## src/common/vbt_regs.vh

```
// constants for the video buffer line timing block: register offsets,
// reset values, segment counts and output patterns
// assumes a 200 MHz core clock that also serves as the pixel step clock
`ifndef VBT_REGS_VH
`define VBT_REGS_VH

// register offsets (byte addresses, one 32-bit word each)
`define VBT_OFF_CTRL      8'h00
`define VBT_OFF_A_LINES   8'h04
`define VBT_OFF_B_LINES   8'h08
`define VBT_OFF_D_LINES   8'h0c
`define VBT_OFF_STATUS    8'h10

// control register fields and reset values
`define VBT_CTRL_EN_BIT   0
`define VBT_CTRL_RST      1'h0
`define VBT_A_LINES_RST   10'h002
`define VBT_B_LINES_RST   10'h020
`define VBT_D_LINES_RST   10'h00b

// status register field positions
`define VBT_ST_LINE_LSB   0
`define VBT_ST_PERIOD_LSB 16
`define VBT_ST_UPPER_BIT  20

// display period line structure
`define VBT_DISP_LINES    10'h200
`define VBT_LOOP_LINES    10'h080
`define VBT_HALF_LINES    10'h100

// loop counter reload values per segment
`define VBT_LD_FIRST      8'd18
`define VBT_LD_SHORT      8'd19
`define VBT_LD_CHUNK      8'h7f
`define VBT_LD_END        8'h00

// segment output patterns
`define VBT_PAT_C0        6'h33
`define VBT_PAT_C1        6'h13
`define VBT_PAT_C2        6'h11
`define VBT_PAT_C3        6'h08
`define VBT_PAT_C4        6'h11
`define VBT_PAT_PIX_BIT   3

// refresh spacing guard
`define VBT_CLK_MHZ       200
`define VBT_REFR_MAX_NS   15600
`define VBT_REFR_MAX_CYC  ((`VBT_REFR_MAX_NS * `VBT_CLK_MHZ) / 1000)
// guard counts 0..last then fires, one request per 3120 cycles; it
// starts two counts in to cover the two cycles of the reset synchroniser
`define VBT_REFR_GUARD_LAST 12'hc2f
`define VBT_GUARD_RST       12'h002

`endif

```

## src/rtl/vbt_line_timing.v

```verilog
// video buffer line timing generator: per-line segment sequencer, frame
// period sequencer, quadrant output enables, shift clock gate, refresh and
// transfer requests, and a small register port
// assumes CORE_CLK is the pixel step clock and the memory controller
// arbitrates the refresh and transfer requests it receives
`timescale 1ns/1ps
`include "vbt_regs.vh"

module vbt_line_timing (
  // clock and reset
  CORE_CLK,
  NRST,
  // register port
  ADDR,
  WDATA,
  WR,
  RD,
  RDATA,
  // video memory serial side
  SHIFT_CLOCK_EN,
  UPPER_LEFT_OE,
  UPPER_RIGHT_OE,
  LOWER_LEFT_OE,
  LOWER_RIGHT_OE,
  VSYNC,
  CTRL_PATTERN,
  // memory controller side
  REFRESH_REQUEST,
  TRANSFER_REQUEST
);
  // clock and reset
  input  wire        CORE_CLK;
  input  wire        NRST;
  // register port
  input  wire [7:0]  ADDR;
  input  wire [31:0] WDATA;
  input  wire        WR;
  input  wire        RD;
  output reg  [31:0] RDATA;
  // video memory serial side
  output reg         SHIFT_CLOCK_EN;
  output reg         UPPER_LEFT_OE;
  output reg         UPPER_RIGHT_OE;
  output reg         LOWER_LEFT_OE;
  output reg         LOWER_RIGHT_OE;
  output reg         VSYNC;
  output reg  [5:0]  CTRL_PATTERN;
  // memory controller side
  output reg         REFRESH_REQUEST;
  output reg         TRANSFER_REQUEST;

  // frame periods
  localparam [1:0] PER_A = 2'h0;
  localparam [1:0] PER_B = 2'h1;
  localparam [1:0] PER_C = 2'h2;
  localparam [1:0] PER_D = 2'h3;

  // line segment steps: c0, c1, c2, four pixel chunks, c4
  localparam [2:0] ST_C0    = 3'h0;
  localparam [2:0] ST_C1    = 3'h1;
  localparam [2:0] ST_C2    = 3'h2;
  localparam [2:0] ST_PIX0  = 3'h3;
  localparam [2:0] ST_PIX1  = 3'h4;
  localparam [2:0] ST_PIX2  = 3'h5;
  localparam [2:0] ST_PIX3  = 3'h6;
  localparam [2:0] ST_C4    = 3'h7;

  // reset release synchroniser, both active low
  reg        nrst_meta_reg;
  reg        nrst_sync_reg;

  // software registers
  reg        en_reg;
  reg [9:0]  a_lines_reg;
  reg [9:0]  b_lines_reg;
  reg [9:0]  d_lines_reg;

  // sequencer state
  reg [2:0]  step_reg;
  reg [2:0]  step_next;
  reg [7:0]  cnt_reg;
  reg [7:0]  cnt_next;
  reg [1:0]  per_reg;
  reg [1:0]  per_next;
  reg [9:0]  line_reg;
  reg [9:0]  line_next;
  reg        run_reg;

  // refresh guard
  reg [11:0] guard_reg;

  // derived
  wire       seg_done;
  wire       line_done;
  wire       in_pix;
  wire       upper_row;
  wire       right_half;
  wire       refr_slot;
  wire       guard_hit;
  wire [9:0] per_limit;
  wire [2:0] subseg;
  wire [5:0] seg_pat;

  // reload value taken when a segment runs out
  function [7:0] reload_fn;
    input [2:0] st;
    begin
      case (st)
        ST_C0:   reload_fn = `VBT_LD_SHORT;
        ST_C1:   reload_fn = `VBT_LD_SHORT;
        ST_C2:   reload_fn = `VBT_LD_CHUNK;
        ST_PIX0: reload_fn = `VBT_LD_CHUNK;
        ST_PIX1: reload_fn = `VBT_LD_CHUNK;
        ST_PIX2: reload_fn = `VBT_LD_CHUNK;
        ST_PIX3: reload_fn = `VBT_LD_SHORT;
        ST_C4:   reload_fn = `VBT_LD_FIRST;
        default: reload_fn = `VBT_LD_FIRST;
      endcase
    end
  endfunction

  // control pattern for a segment
  function [5:0] pattern_fn;
    input [2:0] st;
    begin
      case (st)
        ST_C0:   pattern_fn = `VBT_PAT_C0;
        ST_C1:   pattern_fn = `VBT_PAT_C1;
        ST_C2:   pattern_fn = `VBT_PAT_C2;
        ST_C4:   pattern_fn = `VBT_PAT_C4;
        default: pattern_fn = `VBT_PAT_C3;
      endcase
    end
  endfunction

  // lines in a period; zero programmed counts act as one line
  function [9:0] limit_fn;
    input [1:0] per;
    input [9:0] a;
    input [9:0] b;
    input [9:0] d;
    begin
      case (per)
        PER_A:   limit_fn = a;
        PER_B:   limit_fn = b;
        PER_C:   limit_fn = `VBT_DISP_LINES;
        default: limit_fn = d;
      endcase
    end
  endfunction

  // pin reset is released through two flops so no register sees the
  // release inside its setup window; assertion still acts at once
  always @(posedge CORE_CLK or negedge NRST) begin
    if (!NRST) begin
      nrst_meta_reg <= 1'b0;
      nrst_sync_reg <= 1'b0;
    end else begin
      nrst_meta_reg <= 1'b1;
      nrst_sync_reg <= nrst_meta_reg;
    end
  end

  // register writes; run state restarts the frame when enable rises
  always @(posedge CORE_CLK or negedge nrst_sync_reg) begin
    if (!nrst_sync_reg) begin
      en_reg      <= `VBT_CTRL_RST;
      a_lines_reg <= `VBT_A_LINES_RST;
      b_lines_reg <= `VBT_B_LINES_RST;
      d_lines_reg <= `VBT_D_LINES_RST;
    end else if (WR) begin
      case (ADDR)
        `VBT_OFF_CTRL:    en_reg      <= WDATA[`VBT_CTRL_EN_BIT];
        `VBT_OFF_A_LINES: a_lines_reg <= WDATA[9:0];
        `VBT_OFF_B_LINES: b_lines_reg <= WDATA[9:0];
        `VBT_OFF_D_LINES: d_lines_reg <= WDATA[9:0];
        default: ;
      endcase
    end
  end

  // read data stands the cycle after the strobe only; status is a
  // snapshot that may move on before the next read, good for
  // monitoring but not for pacing software against the beam
  always @(posedge CORE_CLK or negedge nrst_sync_reg) begin
    if (!nrst_sync_reg) begin
      RDATA <= 32'h0;
    end else if (RD) begin
      case (ADDR)
        `VBT_OFF_CTRL:    RDATA <= {31'h0, en_reg};
        `VBT_OFF_A_LINES: RDATA <= {22'h0, a_lines_reg};
        `VBT_OFF_B_LINES: RDATA <= {22'h0, b_lines_reg};
        `VBT_OFF_D_LINES: RDATA <= {22'h0, d_lines_reg};
        `VBT_OFF_STATUS:  RDATA <= {11'h0, upper_row, 2'h0, per_reg, 6'h0, line_reg};
        default:          RDATA <= 32'h0;
      endcase
    end else begin
      RDATA <= 32'h0;
    end
  end

  // segment ends when the loop counter has run down
  assign seg_done  = (cnt_reg == 8'h00);
  assign line_done = seg_done && (step_reg == ST_C4);
  assign per_limit = limit_fn(per_reg, a_lines_reg, b_lines_reg, d_lines_reg);

  // line and period stepping; a zero line count reads as one line
  // so that a badly programmed period can never stall the frame
  always @* begin
    step_next = step_reg;
    cnt_next  = cnt_reg - 8'h01;
    per_next  = per_reg;
    line_next = line_reg;
    if (seg_done) begin
      cnt_next  = reload_fn(step_reg);
      step_next = step_reg + 3'h1;
    end
    if (line_done) begin
      // blank periods reuse the same line cycle
      if ((line_reg + 10'h001 >= per_limit) || (per_limit == 10'h000)) begin
        line_next = 10'h000;
        per_next  = per_reg + 2'h1;
      end else begin
        line_next = line_reg + 10'h001;
      end
    end
  end

  // sequencer registers; idle and parked at frame start while disabled
  always @(posedge CORE_CLK or negedge nrst_sync_reg) begin
    if (!nrst_sync_reg) begin
      run_reg  <= 1'b0;
      step_reg <= ST_C0;
      cnt_reg  <= `VBT_LD_FIRST;
      per_reg  <= PER_A;
      line_reg <= 10'h000;
    end else if (!en_reg) begin
      run_reg  <= 1'b0;
      step_reg <= ST_C0;
      cnt_reg  <= `VBT_LD_FIRST;
      per_reg  <= PER_A;
      line_reg <= 10'h000;
    end else begin
      run_reg  <= 1'b1;
      step_reg <= step_next;
      cnt_reg  <= cnt_next;
      per_reg  <= per_next;
      line_reg <= line_next;
    end
  end

  // pixel segment geometry: 4 chunks of 128, 8 subsegments of 64
  assign in_pix     = (step_reg >= ST_PIX0) && (step_reg <= ST_PIX3);
  assign subseg     = {step_reg[1:0] - 2'h3, ~cnt_reg[6]};
  assign right_half = (step_reg == ST_PIX2) || (step_reg == ST_PIX3);
  // first two 128-line loops are the upper half of the screen
  assign upper_row  = (line_reg < `VBT_HALF_LINES);
  assign seg_pat    = pattern_fn(step_reg);

  // even subsegments each open a refresh slot: four per line
  assign refr_slot = run_reg && in_pix && !subseg[0];
  // guard forces a request if the line timing has stalled; while running
  // the widest gap between slots is 143 steps, so once the first slot has passed it fires only when parked
  assign guard_hit = (guard_reg >= `VBT_REFR_GUARD_LAST);

  // refresh guard counts cycles since a request was last raised; the
  // reset value makes up for the cycles the synchroniser holds it
  always @(posedge CORE_CLK or negedge nrst_sync_reg) begin
    if (!nrst_sync_reg) begin
      guard_reg <= `VBT_GUARD_RST;
    end else if (refr_slot || guard_hit) begin
      guard_reg <= 12'h000;
    end else begin
      guard_reg <= guard_reg + 12'h001;
    end
  end

  // registered outputs; blank lines drop the pixel bit, shift clock, quadrant enables and transfer request
  // all come from flops so the far side never sees decode glitches
  // from the step and counter compare
  always @(posedge CORE_CLK or negedge nrst_sync_reg) begin
    if (!nrst_sync_reg) begin
      CTRL_PATTERN     <= 6'h00;
      SHIFT_CLOCK_EN   <= 1'b0;
      UPPER_LEFT_OE    <= 1'b0;
      UPPER_RIGHT_OE   <= 1'b0;
      LOWER_LEFT_OE    <= 1'b0;
      LOWER_RIGHT_OE   <= 1'b0;
      VSYNC            <= 1'b0;
      REFRESH_REQUEST  <= 1'b0;
      TRANSFER_REQUEST <= 1'b0;
    end else if (!run_reg) begin
      CTRL_PATTERN     <= 6'h00;
      SHIFT_CLOCK_EN   <= 1'b0;
      UPPER_LEFT_OE    <= 1'b0;
      UPPER_RIGHT_OE   <= 1'b0;
      LOWER_LEFT_OE    <= 1'b0;
      LOWER_RIGHT_OE   <= 1'b0;
      VSYNC            <= 1'b0;
      // refresh must go on even with the display stopped
      REFRESH_REQUEST  <= guard_hit;
      TRANSFER_REQUEST <= 1'b0;
    end else begin
      // pattern is the same for upper and lower rows
      if (per_reg == PER_C) begin
        CTRL_PATTERN <= seg_pat;
      end else begin
        CTRL_PATTERN <= seg_pat & ~(6'h01 << `VBT_PAT_PIX_BIT);
      end
      // 512 shift clocks: one unbroken burst per display row
      SHIFT_CLOCK_EN <= (per_reg == PER_C) && in_pix;
      // quadrant selection is the only upper/lower difference
      UPPER_LEFT_OE  <= (per_reg == PER_C) && in_pix && upper_row && !right_half;
      UPPER_RIGHT_OE <= (per_reg == PER_C) && in_pix && upper_row && right_half;
      LOWER_LEFT_OE  <= (per_reg == PER_C) && in_pix && !upper_row && !right_half;
      LOWER_RIGHT_OE <= (per_reg == PER_C) && in_pix && !upper_row && right_half;
      VSYNC          <= (per_reg == PER_A);
      // held through each even 64-step subsegment, then withdrawn
      REFRESH_REQUEST <= refr_slot || guard_hit;
      // one load request per display row, in retrace before pixels
      TRANSFER_REQUEST <= (per_reg == PER_C) && (step_reg == ST_C1);
    end
  end

endmodule

```

## config.mk

```make
export PLATFORM = sky130hd
export DESIGN_NAME = vbt_line_timing
export DESIGN_NICKNAME = d
export VERILOG_FILES = /design/src/rtl/vbt_line_timing.v
export VERILOG_INCLUDE_DIRS = /design/src /design/src/common
export SDC_FILE = /design/constraint.sdc
export NUM_CORES = 1
export LEC_CHECK = 0
export ABC_AREA = 1
export BUFFER_PORTS_ARGS = -buffer_cell sky130_fd_sc_hd__buf_2
export CAP_MARGIN = 20
export CORE_MARGIN = 2
export CORE_UTILIZATION = 50
export CTS_CLUSTER_SIZE = 25
export DETAILED_ROUTE_END_ITERATION = 16
export PLACE_DENSITY = 0.69
export SLEW_MARGIN = 10
export SYNTH_ARGS = -nofsm -noshare
export SYNTH_HDL_FRONTEND = slang
export SYNTH_SLANG_ARGS = --single-unit
```

## constraint.sdc

```tcl
create_clock -name CORE_CLK -period 3.6 [get_ports CORE_CLK]
set_input_delay 0.72 -clock CORE_CLK [delete_from_list [all_inputs] [get_ports CORE_CLK]]
set_output_delay 0.72 -clock CORE_CLK [all_outputs]
set_load 0.01 [all_outputs]
```

==> parameters.txt <==
Parameter                              Value

Place
  Post-placement cell area ... 5410 um2
  Count of input and output buffers ... 47
  Half-perimeter wire length of the detailed placement result ... 8020 um
  Final GP Congestion ... 0.876
  Worst slack at placement ... 0.933 ns
  Post-placement cell count ... 811

Layout
  Non-filler cells in the finished layout ... 827
  Fraction of final layout cells with drive strength greater than 1 ... 13.7%
  Flip-flop and latch area ... 2370 um2
  Flip-flop count of the largest register after layout ... 13
  ANT cells ... 0
  Total non-filler cell area in the finished layout ... 5590 um2
  Post-layout nets ... 757
  Area occupied by multi-input gates ... 2310 um2
  Number of filler instances in the final layout ... 990
  Final core utilization ... 54.9%
  Synthesis-to-finish area growth ... 7.77%

Timing
  Hold Violations, Final ... 0
  Total setup violations reported at the end of the flow ... 0
  Min cycle time layout ... 2.72 ns
  Normalized max-slew margin ... 33.6%
  Setup clock skew after layout ... 0.0131 ns
  Setup TNS after final layout ... 0 ns
  Max Slew Vio Count ... 0
  Achievable clock frequency ... 368 MHz
  Final cycle utilization of the critical path ... 75.5%
  Setup slack of the critical path after layout ... 0.882 ns
  Worst Max-Slew Pin Slew ... 0.997 ns
  RSZ-0062 raised after global routing ... no

Synthesis
  Share of synthesized flip-flops with an asynchronous set or reset ... 100%
  Flops & latches, synth ... 94
  Post-synthesis instance area ... 5180 um2
  Share of the synthesized area in the top cell type ... 41.5%
  Synthesized area per cell ... 8.05 um2
  Synth unique cells ... 41
  EDFF count, synth ... 0
  Post-Synthesis Cells ... 644
  Library cell with the largest summed area after synthesis ... sky130_fd_sc_hd__dfrtp_1
  Primary flip-flop cell chosen by synthesis mapping ... sky130_fd_sc_hd__dfrtp_1
  Sequential area share after synthesis ... 45.6%
  Warning count from the yosys run ... 0
  Main area contributors after synthesis ... sky130_fd_sc_hd__dfrtp_1 (42%), sky130_fd_sc_hd__nand2_1 (12%), sky130_fd_sc_hd__ha_1 (6.5%)

Die
  Die extent in x ... 106 um
  Count of standard-cell rows ... 37
  Core ar. ... 10,200 um2
  Number of I/O pins ... 90
  Starting density of the core ... 50.9%
  Die outline height ... 106 um
  Die area ... 11,200 um2

Detailed routing
  Remaining DRCs ... 0
  Number of vias per cell ... 5.01
  Via count ... 4,140
  Routed wire length per instance ... 13.1 um
  Routed WL ... 10,800 um
  Routed Antenna Nets ... 0
  Count of TritonRoute iterations in the first routing pass ... 4
  Iteration-0 DRC Markers ... 177

Global route
  Total congestion overflow ... 0
  Wire length of the first global-routing pass ... 18,400 um
  Largest net degree at the start of global routing ... 80
  GRT Util Overall ... 20.7%
  Vias in the first global route ... 3,921
  Initial antenna violation count ... 0

Status
  Result of the run ... finished clean

Pwr
  Clk network pwr share ... 34.2%
  Sw power ... 508 uW
  Power density over the cells ... 341 nW/um2
  Static leakage ... 0.00290 uW
  Internal power ... 1400 uW
  Max rail drop VDD ... 0.000172 V
  Switching Share ... 26.6%
  Fraction of power consumed by sequential logic ... 58.4%
  Gate power share ... 7.4%

CTS
  # clock sinks ... 94
  CTS tree ... done
  Clock Tree Buf Depth ... 2
  CTS clk-pin slew, worst paths ... 0.09 ns
  CTS hold repair buffers ... 0
  Post-CTS sizing ... 0
  Post-CTS Repair Setup Buffers ... 0
  Root buffer cell ... sky130_fd_sc_hd__clkbuf_8
  Clock latency on the worst-skew pair ... 0.37 ns
  Total CTS buffers ... 9
  H-tree lvl count ... 3

Setup path
  Startpoint Class ... flip-flop
  Worst setup path start ... per_reg[0]
  Endpoint required time on the critical path ... 3.91 ns
  FF-to-FF Start ... per_reg[0]
  CP Capture Type ... flip-flop
  Depth of the worst register-to-register path ... 16
  Worst reg-to-reg setup slack ... 0.88 ns
  Worst R2R End ... line_reg[2]
  Critical path capture point ... line_reg[2]
  Maximum net fanout on the critical path ... 11
  Crit Path Class ... reg2reg
  Arrival @ worst endpoint ... 3.03 ns

Hold path
  Hold/Removal Path Class ... in2async

Run
  Count of max-cap constraint violations ... 0
layer usage:
metal | vias up | wire length (um) | track usage (%)
li1 | 2094 | - | -
met4 | 0 | 180 | 6.58
met3 | 15 | 557 | 5.26
met2 | 103 | 5120 | 33.5
met5 | - | 0 | 0
met1 | 1928 | 4970 | 27.4
synthesized netlist by cell type, drive strengths merged (2+ instances only):
cell,number
nand3,37
conb,2
xnor2,2
ha,27
clkbuf,4
a21oi,14
buf,33
dfstp,8
xor2,11
nand2,170
inv,82
nor3,17
dfrtp,86
nor2,62
or2,2
o21ai,58
nand4,15
o22ai,4
logic make-up (layout without fill, tap and decap cells):
group	Yosys count	after routing	synth area share [%]
AND/OR/NAND/NOR	306	306	25.3
AO/OA/AOI/OAI	82	82	9.07
XOR/XNOR	13	13	2.20
buffers and inverters	120	148	11.2
adder cells (fa/ha/maj)	27	27	6.52
other	2	21	0.145
flip-flops	94	94	45.6
worst max-delay path, cell delays in order (launching register included):
cell and delay, ns:
sky130_fd_sc_hd__dfrtp_1 0.44, sky130_fd_sc_hd__inv_1 0.12, sky130_fd_sc_hd__ha_1 0.48, sky130_fd_sc_hd__nand2_1 0.11, sky130_fd_sc_hd__nand2_1 0.07, sky130_fd_sc_hd__nand2_1 0.05, sky130_fd_sc_hd__o21ai_0 0.13, sky130_fd_sc_hd__inv_1 0.08
sky130_fd_sc_hd__ha_1 0.29, sky130_fd_sc_hd__nand2_1 0.06, sky130_fd_sc_hd__inv_1 0.04, sky130_fd_sc_hd__o21bai_1 0.12, sky130_fd_sc_hd__a21boi_0 0.10, sky130_fd_sc_hd__nor2_1 0.14, sky130_fd_sc_hd__buf_4 0.19, sky130_fd_sc_hd__nand4_1 0.12
sky130_fd_sc_hd__nand2_1 0.10
power by group through the flow:
stage / Clock, uW / Combinational [uW] / Sequential (uW)
2_1_floorplan: 0 / 120 / 1130
3_3_place_gp: 0 / 136 / 1130
3_5_place_dp: 0 / 140 / 1140
4_1_cts: 668 / 140 / 1120
5_1_grt: 717 / 162 / 1120
6_report: 651 / 140 / 1110
worst min-delay path by stage:
stage | endpoint | depth (start not counted) | slack, ns
floorplan | nrst_sync_reg | 0 | 0.33
global placement | nrst_sync_reg | 0 | 0.34
detailed placement | nrst_sync_reg | 0 | 0.34
CTS | nrst_sync_reg | 1 | 0.10
global route | nrst_sync_reg | 1 | 0.1
finish | nrst_sync_reg | 1 | 0.12
cell type report:
| cell class | instances | area share (%) |
|---|---|---|
| Timing Repair Buffer | 49 | 4.48 |
| Clock buffer | 12 | 2.60 |
| Tap cell | 136 | 3.05 |
| Inverter | 83 | 5.58 |
| Multi-Input combinational cell | 449 | 41.4 |
| Clock inverter | 4 | 0.537 |
| Sequential cell | 94 | 42.3 |
metrics by stage:
step	total power, uW	hold WS, ns
6_report	1910	0.119
5_1_grt	2000	0.0967
4_1_cts	1920	0.102
3_5_place_dp	1280	0.336
3_3_place_gp	1270	0.338
2_1_floorplan	1250	0.331
cells in the final DEF, fill, tap and decap left out, types with 11 or more instances in the layout:
| cell | Yosys | layout |
|---|---|---|
| sky130_fd_sc_hd__ha_1 | 27 | 27 |
| sky130_fd_sc_hd__dfrtp_1 | 86 | 85 |
| sky130_fd_sc_hd__nand3_1 | 36 | 36 |
| sky130_fd_sc_hd__conb_1 | 2 | 21 |
| sky130_fd_sc_hd__nor2_1 | 60 | 60 |
| sky130_fd_sc_hd__nand2_1 | 168 | 168 |
| sky130_fd_sc_hd__nor3_1 | 14 | 14 |
| sky130_fd_sc_hd__inv_1 | 79 | 79 |
| sky130_fd_sc_hd__buf_2 | 4 | 47 |
| sky130_fd_sc_hd__o21ai_2 | 11 | 11 |
| sky130_fd_sc_hd__nand4_1 | 15 | 15 |
| sky130_fd_sc_hd__xor2_1 | 11 | 11 |
| sky130_fd_sc_hd__a21oi_1 | 14 | 14 |
| sky130_fd_sc_hd__o21ai_0 | 46 | 46 |
Power figures use the tool's default switching activity.
